File: src/pkg/sync_serial_pkg.sv
package sync_serial_pkg;

  // Register word offsets on the APB bus (byte addresses).
  localparam logic [7:0] OFS_BAUD_CONTROL = 8'h00;
  localparam logic [7:0] OFS_RECEIVE_STATUS_CONTROL = 8'h04;
  localparam logic [7:0] OFS_BAUD_DIVISOR_LOW = 8'h08;
  localparam logic [7:0] OFS_BAUD_DIVISOR_HIGH = 8'h0c;
  localparam logic [7:0] OFS_TRANSMIT_HOLDING = 8'h10;
  localparam logic [7:0] OFS_TRANSMIT_CONTROL = 8'h14;
  localparam logic [7:0] OFS_RECEIVE_DATA = 8'h18;
  localparam logic [7:0] OFS_FLAGS = 8'h1c;

  // Baud control fields.
  localparam int BC_DATA_INVERT = 5;
  localparam int BC_CLOCK_IDLE = 4;
  localparam int BC_WIDE_DIVISOR = 3;
  localparam int BC_WAKE_ON_BREAK = 1;
  localparam int BC_AUTO_BAUD_ARM = 0;
  // Receive status/control fields.
  localparam int RS_PORT_ENABLE = 7;
  localparam int RS_SINGLE_RX = 5;
  localparam int RS_CONT_RX = 4;
  localparam int RS_FRAMING_ERR = 2;
  // Transmit control fields.
  localparam int TC_CLOCK_SOURCE = 7;
  localparam int TC_NINE_BIT = 6;
  localparam int TC_TX_ENABLE = 5;
  localparam int TC_SYNC_MODE = 4;
  localparam int TC_HIGH_SPEED = 2;
  localparam int TC_SHIFT_EMPTY = 1;
  localparam int TC_NINTH_BIT = 0;
  // Flag register fields.
  localparam int FL_RX_COMPLETE = 1;
  localparam int FL_TX_BUF_EMPTY = 0;

  localparam logic [7:0] RST_BAUD_CONTROL = 8'h00;
  localparam logic [7:0] RST_RECEIVE_STATUS_CONTROL = 8'h00;
  localparam logic [7:0] RST_TRANSMIT_CONTROL = 8'h02;
  localparam logic [7:0] RST_BYTE = 8'h00;
  localparam logic [7:0] BREAK_DATA = 8'h00;
  localparam int DATA_BITS = 8;
  localparam int SYNC_STAGES = 2;

  typedef struct packed {
    logic clkOut;
    logic clkOe;
    logic dataOut;
    logic dataOe;
  } pin_drive_t;

  typedef enum logic [2:0] {
    TX_IDLE = 3'b001,
    TX_SHIFT = 3'b010,
    TX_RX = 3'b100
  } shift_state_t;

endpackage

File: src/verilog/pin_sync.sv
`timescale 1ns/1ps
`default_nettype none
module pin_sync
  import sync_serial_pkg::*;
#(
  parameter int WIDTH = 2
) (
  input wire logic clk_sys,
  input wire logic arst_n,
  input wire logic [WIDTH-1:0] async,
  output logic [WIDTH-1:0] synced
);
  logic [WIDTH-1:0] stage1;

  // The first stage is read only by the second stage.
  always_ff @(posedge clk_sys or negedge arst_n) begin
    if (!arst_n) begin
      stage1 <= '0;
      synced <= '0;
    end else begin
      stage1 <= async;
      synced <= stage1;
    end
  end
endmodule
`default_nettype wire

File: src/verilog/baud_tick.sv
`timescale 1ns/1ps
`default_nettype none
module baud_tick
  import sync_serial_pkg::*;
(
  input wire logic clk_sys,
  input wire logic arst_n,
  input wire logic run,
  input wire logic wide,
  input wire logic highSpeed,
  input wire logic [15:0] divisor,
  output logic tick
);
  logic [15:0] count;
  logic [15:0] reload;
  logic [1:0] pre;
  logic [1:0] preTop;

  // Narrow divisor uses only the low byte; the prescale adds a further /4 at low speed.
  assign reload = wide ? divisor : {8'h00, divisor[7:0]};
  assign preTop = highSpeed ? 2'd0 : 2'd3;

  always_ff @(posedge clk_sys or negedge arst_n) begin
    if (!arst_n) begin
      count <= '0;
      pre <= '0;
      tick <= 1'b0;
    end else if (!run) begin
      count <= reload;
      pre <= '0;
      tick <= 1'b0;
    end else if (pre != preTop) begin
      pre <= pre + 2'd1;
      tick <= 1'b0;
    end else begin
      pre <= '0;
      tick <= (count == 16'h0000);
      count <= (count == 16'h0000) ? reload : count - 16'h0001;
    end
  end
endmodule
`default_nettype wire

File: src/verilog/sync_serial_host.sv
//
// Operation
// - Break shows as receive-complete set, framing error set, received byte zero.
// - Wake-on-break flags on first edge, then receives next byte, flags again.
// - Clocked characters carry only data bits, no start or stop bits.
// - One two-way data line and one clock line, half-duplex only.
// - Sync select, clock-source host select and port enable configure the unit.
// - Both receive enables clear means transmit; either set means receive.
// - Host drives the clock pin, enabling its driver in sync transmit or receive.
// - Exactly one clock cycle per data bit, no extra cycles.
// - Data changes on leading edge, stable through trailing edge.
// - Polarity set: clock idles high, data changes falling, sampled rising.
// - Polarity clear: clock idles low, data changes rising, sampled falling.
// - Host transmit sends on data pin with data and clock drivers enabled.
// - Holding write starts send; waits while the shift register is busy.
// - Empty shift register loads from holding at once and shifts immediately.
// - The shift register has no register address.
// - Data invert resets to zero; when set, both directions invert.
// - Nine-bit mode sends the ninth-bit value after the eight holding bits.
// - Wake-on-break enable clears on the rising receive edge ending the break.
// - Transmit-buffer-empty flag rises when the holding register empties.
//
// Decided for this implementation: the placing of the registers and the APB register port.
`timescale 1ns/1ps
`default_nettype none
module sync_serial_host
  import sync_serial_pkg::*;
(
  input wire logic clk_sys,
  input wire logic arst_n,
  input wire logic psel,
  input wire logic penable,
  input wire logic pwrite,
  input wire logic [7:0] paddr,
  input wire logic [31:0] pwdata,
  output logic [31:0] prdata,
  output logic pready,
  output logic pslverr,
  input wire logic dataIn,
  input wire logic clkIn,
  output logic dataOut,
  output logic dataOe,
  output logic clkOut,
  output logic clkOe
);

  // ----------------------------------------------------------------
  // Registers
  // ----------------------------------------------------------------
  logic [7:0] baudControl;
  logic [7:0] rxStatusControl;
  logic [7:0] divisorLow;
  logic [7:0] divisorHigh;
  logic [7:0] txControl;
  logic [7:0] holdData;
  logic holdNinth;
  logic holdFull;
  logic [7:0] rxData;
  logic rxComplete;
  logic framingError;
  logic [8:0] shiftReg;
  logic [3:0] bitsLeft;
  logic phase;
  logic busy;
  shift_state_t state;
  logic [1:0] pinsSync;
  logic rxLevel;
  logic rxLevelPrev;
  logic wakeSeen;
  logic tick;
  pin_drive_t drive;

  logic wrEn;
  logic rdEn;
  logic hostSync;
  logic txMode;
  logic idleLevel;
  logic invert;
  logic rxPin;
  logic holdWrite;
  logic loadShift;
  logic lastBit;
  logic rxRead;

  assign wrEn = psel && penable && pwrite;
  assign rdEn = psel && penable && !pwrite;
  assign invert = baudControl[BC_DATA_INVERT];
  assign idleLevel = baudControl[BC_CLOCK_IDLE];
  // Host synchronous operation needs sync, host clock source and port enable.
  assign hostSync = txControl[TC_SYNC_MODE] && txControl[TC_CLOCK_SOURCE]
                    && rxStatusControl[RS_PORT_ENABLE];
  assign txMode = !rxStatusControl[RS_SINGLE_RX] && !rxStatusControl[RS_CONT_RX];
  assign rxPin = pinsSync[0] ^ invert;
  assign holdWrite = wrEn && paddr == OFS_TRANSMIT_HOLDING;
  assign rxRead = rdEn && paddr == OFS_RECEIVE_DATA;
  assign lastBit = busy && tick && phase && bitsLeft == 4'd1;
  // Loads when the shift register is empty or frees on this very tick.
  assign loadShift = holdFull && hostSync && txMode && txControl[TC_TX_ENABLE]
                     && (state == TX_IDLE || (state == TX_SHIFT && lastBit));

  // ----------------------------------------------------------------
  // Pin synchronisers and baud generator
  // ----------------------------------------------------------------
  pin_sync #(.WIDTH(2)) u_sync (
    .clk_sys(clk_sys),
    .arst_n(arst_n),
    .async({clkIn, dataIn}),
    .synced(pinsSync)
  );

  baud_tick u_baud (
    .clk_sys(clk_sys),
    .arst_n(arst_n),
    .run(busy),
    .wide(baudControl[BC_WIDE_DIVISOR]),
    .highSpeed(txControl[TC_HIGH_SPEED]),
    .divisor({divisorHigh, divisorLow}),
    .tick(tick)
  );

  // ----------------------------------------------------------------
  // Configuration registers
  // ----------------------------------------------------------------
  always_ff @(posedge clk_sys or negedge arst_n) begin
    if (!arst_n) begin
      baudControl <= RST_BAUD_CONTROL;
      divisorLow <= RST_BYTE;
      divisorHigh <= RST_BYTE;
    end else begin
      if (wrEn && paddr == OFS_BAUD_DIVISOR_LOW) begin
        divisorLow <= pwdata[7:0];
      end
      if (wrEn && paddr == OFS_BAUD_DIVISOR_HIGH) begin
        divisorHigh <= pwdata[7:0];
      end
      if (wrEn && paddr == OFS_BAUD_CONTROL) begin
        baudControl <= {2'b00, pwdata[5:3], 1'b0, pwdata[1:0]};
      end else if (baudControl[BC_WAKE_ON_BREAK] && rxLevel && !rxLevelPrev && wakeSeen) begin
        baudControl[BC_WAKE_ON_BREAK] <= 1'b0;
      end
    end
  end

  always_ff @(posedge clk_sys or negedge arst_n) begin
    if (!arst_n) begin
      rxStatusControl <= RST_RECEIVE_STATUS_CONTROL;
    end else if (wrEn && paddr == OFS_RECEIVE_STATUS_CONTROL) begin
      rxStatusControl <= {pwdata[7:4], 4'h0};
    end else if (state == TX_RX && lastBit && !rxStatusControl[RS_CONT_RX]) begin
      rxStatusControl[RS_SINGLE_RX] <= 1'b0;
    end
  end

  always_ff @(posedge clk_sys or negedge arst_n) begin
    if (!arst_n) begin
      txControl <= RST_TRANSMIT_CONTROL;
    end else if (wrEn && paddr == OFS_TRANSMIT_CONTROL) begin
      txControl <= {pwdata[7:4], 1'b0, pwdata[2], 1'b0, pwdata[0]};
    end
  end

  // ----------------------------------------------------------------
  // Holding register
  // ----------------------------------------------------------------
  always_ff @(posedge clk_sys or negedge arst_n) begin
    if (!arst_n) begin
      holdData <= RST_BYTE;
      holdNinth <= 1'b0;
      holdFull <= 1'b0;
    end else if (holdWrite) begin
      holdData <= pwdata[7:0];
      holdNinth <= txControl[TC_NINTH_BIT];
      holdFull <= 1'b1;
    end else if (loadShift) begin
      holdFull <= 1'b0;
    end
  end

  // ----------------------------------------------------------------
  // Shift engine: the shift register is internal only.
  // ----------------------------------------------------------------
  always_ff @(posedge clk_sys or negedge arst_n) begin
    if (!arst_n) begin
      state <= TX_IDLE;
      shiftReg <= '0;
      bitsLeft <= '0;
      phase <= 1'b0;
      busy <= 1'b0;
    end else begin
      case (state)
        TX_IDLE: begin
          phase <= 1'b0;
          if (loadShift) begin
            // Data bits only, no framing bits.
            shiftReg <= {holdNinth, holdData};
            bitsLeft <= txControl[TC_NINE_BIT] ? 4'd9 : 4'd8;
            busy <= 1'b1;
            state <= TX_SHIFT;
          end else if (hostSync && !txMode) begin
            bitsLeft <= 4'(DATA_BITS);
            busy <= 1'b1;
            state <= TX_RX;
          end
        end
        TX_SHIFT, TX_RX: begin
          if (state == TX_RX && txMode) begin
            // Dropping both receive enables stops the clock mid-character.
            busy <= 1'b0;
            state <= TX_IDLE;
          end else if (tick) begin
            phase <= !phase;
            if (phase) begin
              // Trailing half ends a bit; the next leading edge presents new data.
              if (state == TX_RX) begin
                shiftReg <= {1'b0, rxPin, shiftReg[7:1]};
              end else begin
                shiftReg <= {1'b0, shiftReg[8:1]};
              end
              bitsLeft <= bitsLeft - 4'd1;
              if (loadShift) begin
                shiftReg <= {holdNinth, holdData};
                bitsLeft <= txControl[TC_NINE_BIT] ? 4'd9 : 4'd8;
              end else if (bitsLeft == 4'd1) begin
                busy <= 1'b0;
                state <= TX_IDLE;
              end
            end
          end
        end
        default: begin
          busy <= 1'b0;
          state <= TX_IDLE;
        end
      endcase
    end
  end

  // ----------------------------------------------------------------
  // Receive flags, break and wake-on-break
  // ----------------------------------------------------------------
  always_ff @(posedge clk_sys or negedge arst_n) begin
    if (!arst_n) begin
      rxLevel <= 1'b1;
      rxLevelPrev <= 1'b1;
      wakeSeen <= 1'b0;
    end else begin
      rxLevel <= rxPin;
      rxLevelPrev <= rxLevel;
      if (!baudControl[BC_WAKE_ON_BREAK]) begin
        wakeSeen <= 1'b0;
      end else if (!rxLevel && rxLevelPrev) begin
        wakeSeen <= 1'b1;
      end
    end
  end

  always_ff @(posedge clk_sys or negedge arst_n) begin
    if (!arst_n) begin
      rxData <= RST_BYTE;
      rxComplete <= 1'b0;
      framingError <= 1'b0;
    end else begin
      if (state == TX_RX && lastBit) begin
        rxData <= {rxPin, shiftReg[7:1]};
        // An all-zero byte in clocked mode is reported like a break.
        framingError <= ({rxPin, shiftReg[7:1]} == BREAK_DATA);
        rxComplete <= 1'b1;
      end else if (baudControl[BC_WAKE_ON_BREAK] && !rxLevel && rxLevelPrev && !wakeSeen) begin
        rxComplete <= 1'b1;
      end else if (rxRead) begin
        rxComplete <= 1'b0;
      end
    end
  end

  // ----------------------------------------------------------------
  // Pin drive, every output from a flip-flop
  // ----------------------------------------------------------------
  always_ff @(posedge clk_sys or negedge arst_n) begin
    if (!arst_n) begin
      drive <= '0;
    end else begin
      // Clock driver on in any host sync mode; rests at idle level.
      drive.clkOe <= hostSync;
      drive.clkOut <= busy ? (idleLevel ^ !phase ^ 1'b1) : idleLevel;
      // Data driver only while transmitting, never while receiving.
      drive.dataOe <= hostSync && txMode;
      // A new bit appears only as the clock leaves idle, so the trailing edge sees
      // settled data; between characters the line keeps its last bit.
      if (busy && phase && drive.clkOut == idleLevel) begin
        drive.dataOut <= shiftReg[0] ^ invert;
      end
    end
  end

  assign clkOut = drive.clkOut;
  assign clkOe = drive.clkOe;
  assign dataOut = drive.dataOut;
  assign dataOe = drive.dataOe;

  // ----------------------------------------------------------------
  // APB read path
  // ----------------------------------------------------------------
  always_ff @(posedge clk_sys or negedge arst_n) begin
    if (!arst_n) begin
      prdata <= '0;
      pready <= 1'b0;
      pslverr <= 1'b0;
    end else begin
      pready <= psel && !penable;
      pslverr <= 1'b0;
      prdata <= '0;
      if (psel && !penable && !pwrite) begin
        case (paddr)
          OFS_BAUD_CONTROL: prdata <= {24'h0, baudControl};
          OFS_RECEIVE_STATUS_CONTROL: prdata <= {24'h0, rxStatusControl[7:3], framingError, 2'b00};
          OFS_BAUD_DIVISOR_LOW: prdata <= {24'h0, divisorLow};
          OFS_BAUD_DIVISOR_HIGH: prdata <= {24'h0, divisorHigh};
          OFS_TRANSMIT_HOLDING: prdata <= {24'h0, holdData};
          OFS_TRANSMIT_CONTROL: prdata <= {24'h0, txControl[7:2], !busy, txControl[0]};
          OFS_RECEIVE_DATA: prdata <= {24'h0, rxData};
          OFS_FLAGS: prdata <= {30'h0, rxComplete, !holdFull};
          default: pslverr <= 1'b0;
        endcase
      end
    end
  end

endmodule
`default_nettype wire

File: config.mk
export PLATFORM = sky130hd
export DESIGN_NAME = sync_serial_host
export DESIGN_NICKNAME = d
export VERILOG_FILES = /design/src/pkg/sync_serial_pkg.sv /design/src/verilog/pin_sync.sv /design/src/verilog/baud_tick.sv /design/src/verilog/sync_serial_host.sv
export SDC_FILE = /design/constraint.sdc
export NUM_CORES = 1
export LEC_CHECK = 0
export ABC_AREA = 0
export BUFFER_PORTS_ARGS = -buffer_cell sky130_fd_sc_hd__buf_2
export CORE_UTILIZATION = 45
export DETAILED_ROUTE_END_ITERATION = 10
export GPL_TIMING_DRIVEN = 0
export PLACE_DENSITY = 0.7
export SLEW_MARGIN = 10
export SYNTH_ARGS = -nofsm -noshare
export SYNTH_HDL_FRONTEND = slang
export SYNTH_SLANG_ARGS = --single-unit
export TNS_END_PERCENT = 10
File: constraint.sdc
create_clock -name clk_sys -period 3.7 [get_ports clk_sys]
set_clock_uncertainty 0.2 [all_clocks]
set_input_delay 0.185 -clock clk_sys [delete_from_list [all_inputs] [get_ports clk_sys]]
set_output_delay 0.185 -clock clk_sys [all_outputs]
set_load 0.1 [all_outputs]
## Word level (Yosys, flattened, before mapping)

Cells that the tools add are included.
Widths: inputs -> output; s select.

| word-level totals | value |
|---|---|
| register bits | 131 |
| input port bits | 47 |
| output and inout port bits | 38 |
| word-level logic and storage cells | 182 |

| operators by class | value |
|---|---|
| add/subtract/negate cells | 3 |
| equal/unequal tests | 24 |
| multiplexer cells | 57 |
| bitwise operators | 4 |
| reductions and logical operators | 62 |

Operators by type and width:

| operator | number |
|---|---|
| $mux 16 | 4 |
| $pmux 8 s8 | 1 |
| $mux 9 | 5 |
| $logic_and 1x1->1 | 37 |
| $eq 8x5->1 const B | 4 |
| $mux 1 | 24 |
| $mux 4 | 6 |
| $mux 3 | 7 |
| $pmux 9 s2 | 1 |
| $eq 8x4->1 const B | 2 |
| $logic_not 16->1 | 1 |
| $logic_not 8->1 | 2 |
| $mux 8 | 2 |
| $sub 16x1->16 const B | 1 |
| $reduce_and 5->1 | 3 |
| $logic_not 1->1 | 11 |
| $ne 3x3->1 const B | 3 |
| $eq 8x3->1 const B | 1 |
| $ne 2x2->1 const B | 4 |
| $pmux 4 s2 | 1 |
| $reduce_bool 2->1 | 4 |
| $mux 2 | 3 |
| $ne 3x2->1 const B | 2 |
| $pmux 3 s2 | 1 |
| 16 further kinds | 20 |

## Longest topological paths before layout

Gate-level depths: netlist of the first run.

| depth | value |
|---|---|
| depth after elaboration | 11 |
| depth in mapped cells | 8 |
| gate-level depth less buffers | 7 |

## By module

Synthesis of the first run repeated with hierarchy kept, for this count alone.

| second synthesis, totals | value |
|---|---|
| cell total of the unflattened synthesis | 548 |
| area total of the unflattened synthesis | 5740.5 sq um |

By module, submodules not included:

| module | times used | cells each | area an instance (sq um) | sequential area each (sq um) |
|---|---|---|---|---|
| sync_serial_host | 1 | 398 | 4386.7 | 2130.8 |
| baud_tick | 1 | 146 | 1253.7 | 475.5 |
| pin_sync | 1 | 4 | 100.1 | 100.1 |

## Least setup slack after synthesis of the first run

OpenSTA, ideal clock, no wires.

| timing | value |
|---|---|
| path type | register to register |
| start point | register bitsLeft[1] |
| end point | register shiftReg[2] |
| setup time | 137 ps |
| data arrival time | 2071 ps |
| data required time | 3363 ps |
| slack | 1292 ps |
| cell stages (with the launch flop) | 9 |
| path buffers | 1 |
| clock period less this slack | 2408 ps |
| path through | dfrtp_1 -> inv_1 -> ha_1 -> nor4bb_1 -> nor4bb_1 -> a211o_1 -> buf_2 -> mux2i_1 -> a21oi_1 |

| between the ends | value |
|---|---|
| word-level cells in the longest chain between the ends | 10 |
| elaborated cells between the ends (all ways) | 12 |
| those cells by class | eq/ne: 2; mux: 5; reduce/logical: 5 |

RTL lines:

| item | line | source |
|---|---|---|
| start: declaration | sync_serial_host.sv:62 | `logic [3:0] bitsLeft;` |
| start signal: assignment | sync_serial_host.sv:196 | `bitsLeft <= txControl[TC_NINE_BIT] ? 4'd9 : 4'd8;` |
| start signal: assignment | sync_serial_host.sv:200 | `bitsLeft <= 4'(DATA_BITS);` |
| start signal: assignment | sync_serial_host.sv:219 | `bitsLeft <= bitsLeft - 4'd1;` |
| $eq 4x1->1 (*) | sync_serial_host.sv:96 | `assign lastBit = busy && tick && phase && bitsLeft == 4'd1;` |
| $logic_and 1x1->1 (*) | sync_serial_host.sv:96 |  |
| $logic_and 1x1->1 (*) | sync_serial_host.sv:99 | `&& (state == TX_IDLE \|\| (state == TX_SHIFT && lastBit));` |
| $logic_or 1x1->1 (*) | sync_serial_host.sv:99 |  |
| $logic_and 1x1->1 (*) | sync_serial_host.sv:99 |  |
| $mux 9 | sync_serial_host.sv:220 | `if (loadShift) begin` |
| $mux 9 | sync_serial_host.sv:212 | `if (phase) begin` |
| $mux 9 | sync_serial_host.sv:210 | `end else if (tick) begin` |
| $mux 9 | sync_serial_host.sv:206 | `if (state == TX_RX && txMode) begin` |
| $pmux 9 s2 | sync_serial_host.sv:190 | `case (state)` |
| end signal: assignment | sync_serial_host.sv:195 | `shiftReg <= {holdNinth, holdData};` |
| end signal: assignment | sync_serial_host.sv:215 | `shiftReg <= {1'b0, rxPin, shiftReg[7:1]};` |
| end signal: assignment | sync_serial_host.sv:217 | `shiftReg <= {1'b0, shiftReg[8:1]};` |
| end: declaration | sync_serial_host.sv:61 | `logic [8:0] shiftReg;` |

Mark *: on every way between the ends. The rest lies on a longest branch, timed or not. The select of a mux whose other input is x is not followed.
A chain may end at the register's enable or synchronous reset.

## Worst setup path after layout of the first run

| timing | value |
|---|---|
| start point | register bitsLeft[1] |
| end point | register shiftReg[4] |

The elaborated chain is that of the path after synthesis.

==> out/metrics.cfg, run 1 <==
[yosys]
yosys_register_bits = 106
syn_area_sq_um = 5460
synth_enable_flop_cells = 0
postSynthAreaPerCell_sq_um = 10.6
ys_async_sr_fraction_pct = 100
yosysUniqueCellTypes = 67
synthCells = 514
seq_area_frac_synth_pct = 48.7
yosys.area.top_type = dfrtp_1
synth_area_leaders = dfrtp_1, mux2_2, buf_4, a21oi_1, mux2i_1
yosysWarnings = 0
synth_flop_cell = dfrtp_1
synth_top_area_share_pct = 47.2

[floorplan]
start_util_pct = 47.0
rows = 39
die_y_microns = 112
pin_count = 85
core_sq_um = 11600
die-area_sq_um = 12600
die_w_microns = 112

[global_route]
track_usage_pct = 22.8
grt_max_degree = 57
grt_pass1_wl_mm = 22.1
antenna_found_initial = 0
grt_pass1_vias = 4235
grt_overflow_total = 0

[clock_tree]
path_clk_slew_ns = 0.08
cts_buffer_depth = 2
clk-insertion-delay-late_ns = 0.35
cts_buffers = 9
cts.sink_count = 106
cts_resized = 0
cts_tree = built
cts_hold_buf = 12
post-cts-setup-buffers = 0
cts_max_level = 3
clock-root-buffer = clkbuf_16

[finish]
mostFrequentLayoutCell = dfrtp_1
final_cell_mix = dfrtp_1, mux2_2, nor2_1, nand2_1, buf_2
layout.nets = 646
area_growth_pct = 16.2
drive_gt1_share_pct = 25.3
stdcell_area_sq_um = 6340
diodes = 0
final_core_util_pct = 54.6

[routing]
drcViolationCount = 11
routed_wirelength_mm = 13.5
dr.pass1.iters = 8
routedWlPerCell_microns = 18.1
vias = 4294
drt_iter0_drc = 432
vias_per_cell = 5.78
ant_nets = 0

[power_and_ir_drop]
power-per-cell-area_nw_per_um2 = 379
ir_worst_vdd_uv = 211
p_total_uw = 2400
p_leak_uw = 0.00311

[critical_path]
crit_type = register to register
cp_data_required_time_ns = 3.70
ff2ff_setup_slack_ns = 0.73
rr_worst_depth = 8
cp-start-kind = register
r2r-start = bitsLeft[1]
crit_path_end_kind = register
r2r_end = shiftReg[4]
cp.arrival_ns = 2.98
crit_fanout = 10

[run_status]
failed_checks = DRC
status = finished, violations left

[min_path]
holdPathEnd = baudControl[4]
hold_class = primary input to register
holdCritStartpoint = pwdata[4]
whs_path_depth = 2

[placed_design]
place_area_sq_um = 5920
gp_congestion = 0.885
io_buffers = 33
dp.final_hpwl_mm = 9.87

[timing]
max_freq_ghz = 0.336
fin_crit_ns = 2.97
hold_viol = 0
period_share_pct = 80.4
drv_slew = 0
setup-tns-final_ns = 0
rsz0062_at_grt = no
finalSetupViolations = 0
max_slew_margin_pct = 45.6
worstMarginPinSlew_ns = 0.810

[job]
cap_viol_max_count = 0

-- Yosys cell counts (all sizes together) (4+ instances only) --
cell type  instances
o221ai             4
nand2b             6
mux2i             14
nor2              39
o31ai              8
nor3               9
o21ai             21
nand2             37
nor4               5
dfrtp            103
a21o               4
nor3b              4
or4                5
nor2b              5
o211ai             4
inv               13
a211oi             6
nand4              5
a21oi             28
a22oi              7
a31oi              4
and3               5
clkbuf            15
buf               31
mux2              58
nand3             14
ha                 4
-- registers in the layout, summed over array words and instances (netlist names), 4 cells and up --
register,flops
baudControl,5
bitsLeft,4
divisorHigh,8
divisorLow,8
holdData,8
prdata,8
rxData,8
rxStatusControl,4
shiftReg,9
txControl,6
u_baud.count,16
-- worst max path at each step --
stage	from	endpoint	slack, ns	cells after the start
after global placement	bitsLeft[1]	shiftReg[4]	0.85	8
final	bitsLeft[1]	shiftReg[4]	0.73	8
after floorplan	bitsLeft[1]	shiftReg[2]	1.29	8
after CTS	bitsLeft[1]	shiftReg[4]	0.75	8
after global routing	bitsLeft[1]	shiftReg[4]	0.53	8
after detailed placement	bitsLeft[1]	shiftReg[4]	0.77	8
-- logic make-up (layout without fill, tap and decap cells) --
| logic type | count (synthesis) | in the layout | share of synthesized area (%) |
|---|---|---|---|
| compound gates | 111 | 111 | 13.4 |
| xor+xnor | 6 | 6 | 0.963 |
| fa+ha+maj | 4 | 4 | 0.917 |
| buf+inv | 59 | 121 | 5.87 |
| flops | 106 | 106 | 48.7 |
| mux | 73 | 73 | 15.0 |
| other cells | 1 | 25 | 0.0687 |
| simple gates | 154 | 154 | 15.1 |
-- final cells by class --
type	instances	area, sq um
clock buffer	10	239
sequential	106	2660
tap	143	179
fill	1033	5280
timing repair buffer	46	319
multi-input combinational	373	2570
buffer	46	272
inverter	13	48.8
clock inverter	6	50.0
-- per-layer routing --
metal  track usage, %  share of wire, %  routed length [microns]  vias up
met5                0                 0                        0        -
met4             6.84               1.8                      245        0
met3             4.05               6.6                      893       24
met2             36.5                47                     6280      155
met1             31.8                45                     6050     2115
li1                 -                 -                        -     2000
-- worst max-delay path, stage by stage (launching register included) --
cell	delay (ns)
dfrtp_1	0.39
inv_1	0.08
ha_1	0.16
nor4bb_1	0.46
nor4bb_1	0.49
a211o_1	0.34
buf_2	0.35
mux2i_1	0.24
a21oi_1	0.10
-- through the flow --
stage          worst slack (ns)  hold WS (ns)  instances
2_1_floorplan              1.29        -0.311        538
3_3_place_gp              0.854        0.0936        714
3_5_place_dp              0.770       -0.0340        715
4_1_cts                   0.746        0.0331        743
5_1_grt                   0.531        0.0228        743
6_report                  0.727        0.0160        743
-- power by group --
group          switching (uW)  total [uW]  internal (uW)
Sequential               14.6        1190           1170
Clock                     449         931            482
Combinational             210         281           70.4
Total                     674        2400           1730
Power figures use the tool's default switching activity.
==> run 2: changes to the inputs <==
clock period = 2.9 ns   (was 3.7 ns; I/O delays follow)
==> out/metrics.cfg, run 2 (synthesis results as in run 1) <==
[floorplan]
die_y_microns = 112
rows = 39
die-area_sq_um = 12600
core_sq_um = 11600
pin_count = 85
start_util_pct = 47.0
die_w_microns = 112

[clock_tree]
cts_buffer_depth = 2
clk-insertion-delay-late_ns = 0.35
path_clk_slew_ns = 0.07
cts_max_level = 3
post-cts-setup-buffers = 0
clock-root-buffer = clkbuf_16
cts.sink_count = 106
cts_buffers = 9
cts_tree = built

[critical_path]
cp_data_required_time_ns = 2.94
cp_slowest_cell = or4_2
cp_cell_sequence = dlygate4sd3_1, buf_2, or4_4, or4_2, nor2_2, mux2_2
slowest_delay_ns = 0.72
crit_type = primary input to register
cp_top_family = simple AND/OR/NAND/NOR gates
cp.arrival_ns = 2.82
cp-start-kind = primary input
crit_fanout = 9
crit_path_end_kind = register
crit_buf_inv = 2

[routing]
drt_iter0_drc = 411
vias = 4356
vias_per_cell = 5.83
routedWlPerCell_microns = 18.1
routed_wirelength_mm = 13.5
dr.pass1.iters = 8
ant_nets = 0
drcViolationCount = 11

[finish]
diodes = 0
largestRegisters = u_baud.count (16), shiftReg (9)
ff_latch_area_sq_um = 2660
final_core_util_pct = 55.1
layout.nets = 650
mostFrequentLayoutCell = dfrtp_1
final_cell_mix = dfrtp_1, mux2_2, nor2_1, nand2_1, buf_2
multi_input_area_sq_um = 2590
drive_gt1_share_pct = 26.0
final_cells = 747
nFillCells = 1025
top_register = u_baud.count
largest_reg_flops = 16
area_growth_pct = 17.3

[timing]
finalSetupViolations = 0
worstMarginPinSlew_ns = 0.838
fin_crit_ns = 2.79
hold_viol = 0
drv_slew = 0
max_slew_margin_pct = 43.7
period_share_pct = 96.2
rsz0062_at_grt = no
max_freq_ghz = 0.359

[run_status]
failed_checks = DRC
status = finished, violations left

[global_route]
grt_pass1_wl_mm = 22.1
antenna_found_initial = 0
grt_overflow_total = 0
grt_max_degree = 57
grt_pass1_vias = 4241
track_usage_pct = 22.8

[power_and_ir_drop]
p_leak_uw = 0.00314
power-per-cell-area_nw_per_um2 = 480
ir_worst_vdd_uv = 269

[min_path]
hold_class = primary input to register

[job]
cap_viol_max_count = 0

[placed_design]
dp.cells = 715
io_buffers = 33
dp.final_hpwl_mm = 9.87
gp_congestion = 0.885

[run 2: cell types whose count changed in the layout (fill, tap and decap cells not counted), sizes merged]
cell / delta
dlygate4sd3: +4
buf: -1
clkbuf: +1
[run 2: final timing paths]
path | from | endpoint | slack [ns] | cells after the start
worst max-delay path | paddr[6] | holdData[4] | 0.11 | 6
worst min-delay path | pwrite | rxComplete | 0.02 | 4
worst max register to register | u_baud.count[5] | u_baud.count[13] | 0.17 | 6
worst min register to register | u_sync.stage1[0] | u_sync.synced[0] | 0.15 | 0
max in group asynchronous | arst_n | u_baud.pre[0] | 1.77 | 3
min in group asynchronous | arst_n | rxData[1] | 0.10 | 2
[run 2: area by class of cell]
type / instances / share of cell area [%]
multi-input cells: 373 / 40.5
clock buffers: 10 / 3.73
inverters: 13 / 0.762
clock inverters: 6 / 0.782
flip-flops and latches: 106 / 41.5
plain buffers: 46 / 4.30
repair buffers: 50 / 5.61
well taps: 143 / 2.79
[run 2: worst reg2reg max path: stages (launching register included)]
cell	delay (ns)
dfrtp_1	0.46
nor3_1	0.56
nand2_1	0.36
o21ai_1	0.39
buf_2	0.31
a21oi_1	0.08
a221o_1	0.26
[run 2: through the flow]
stage	cell area, sq um	hold WS, ns	setup WS [ns]	total power [uW]	TNS [ns]
6_report	6400	0.0165	0.112	3070	0
5_1_grt	6400	0.0408	0.000726	3180	0
4_1_cts	6370	0.00290	0.0191	3070	0
3_5_place_dp	5920	-0.0740	-0.0298	1890	-0.0748
3_3_place_gp	5890	0.0536	0.0539	1880	0
2_1_floorplan	5550	-0.351	0.492	1790	0
[run 2: layer usage]
metal / global-route usage (%) / vias up / share of wire (%)
li1: - / 2007 / -
met1: 31.7 / 2144 / 45
met2: 36.7 / 185 / 47
met3: 4.00 / 20 / 7.0
met4: 6.58 / 0 / 1.7
met5: 0 / - / 0
[run 2: where the power goes]
part	switching (uW)	internal [uW]
Sequential	18.7	1500
Clock	577	615
Combinational	268	93.1
Total	864	2210
[run 2: repair_timing]
action,4_1_cts,5_1_grt
resized for setup,1,7
setup endpoints to repair,6,17
endpoints found under the hold margin,143,5
hold buffers,15,1
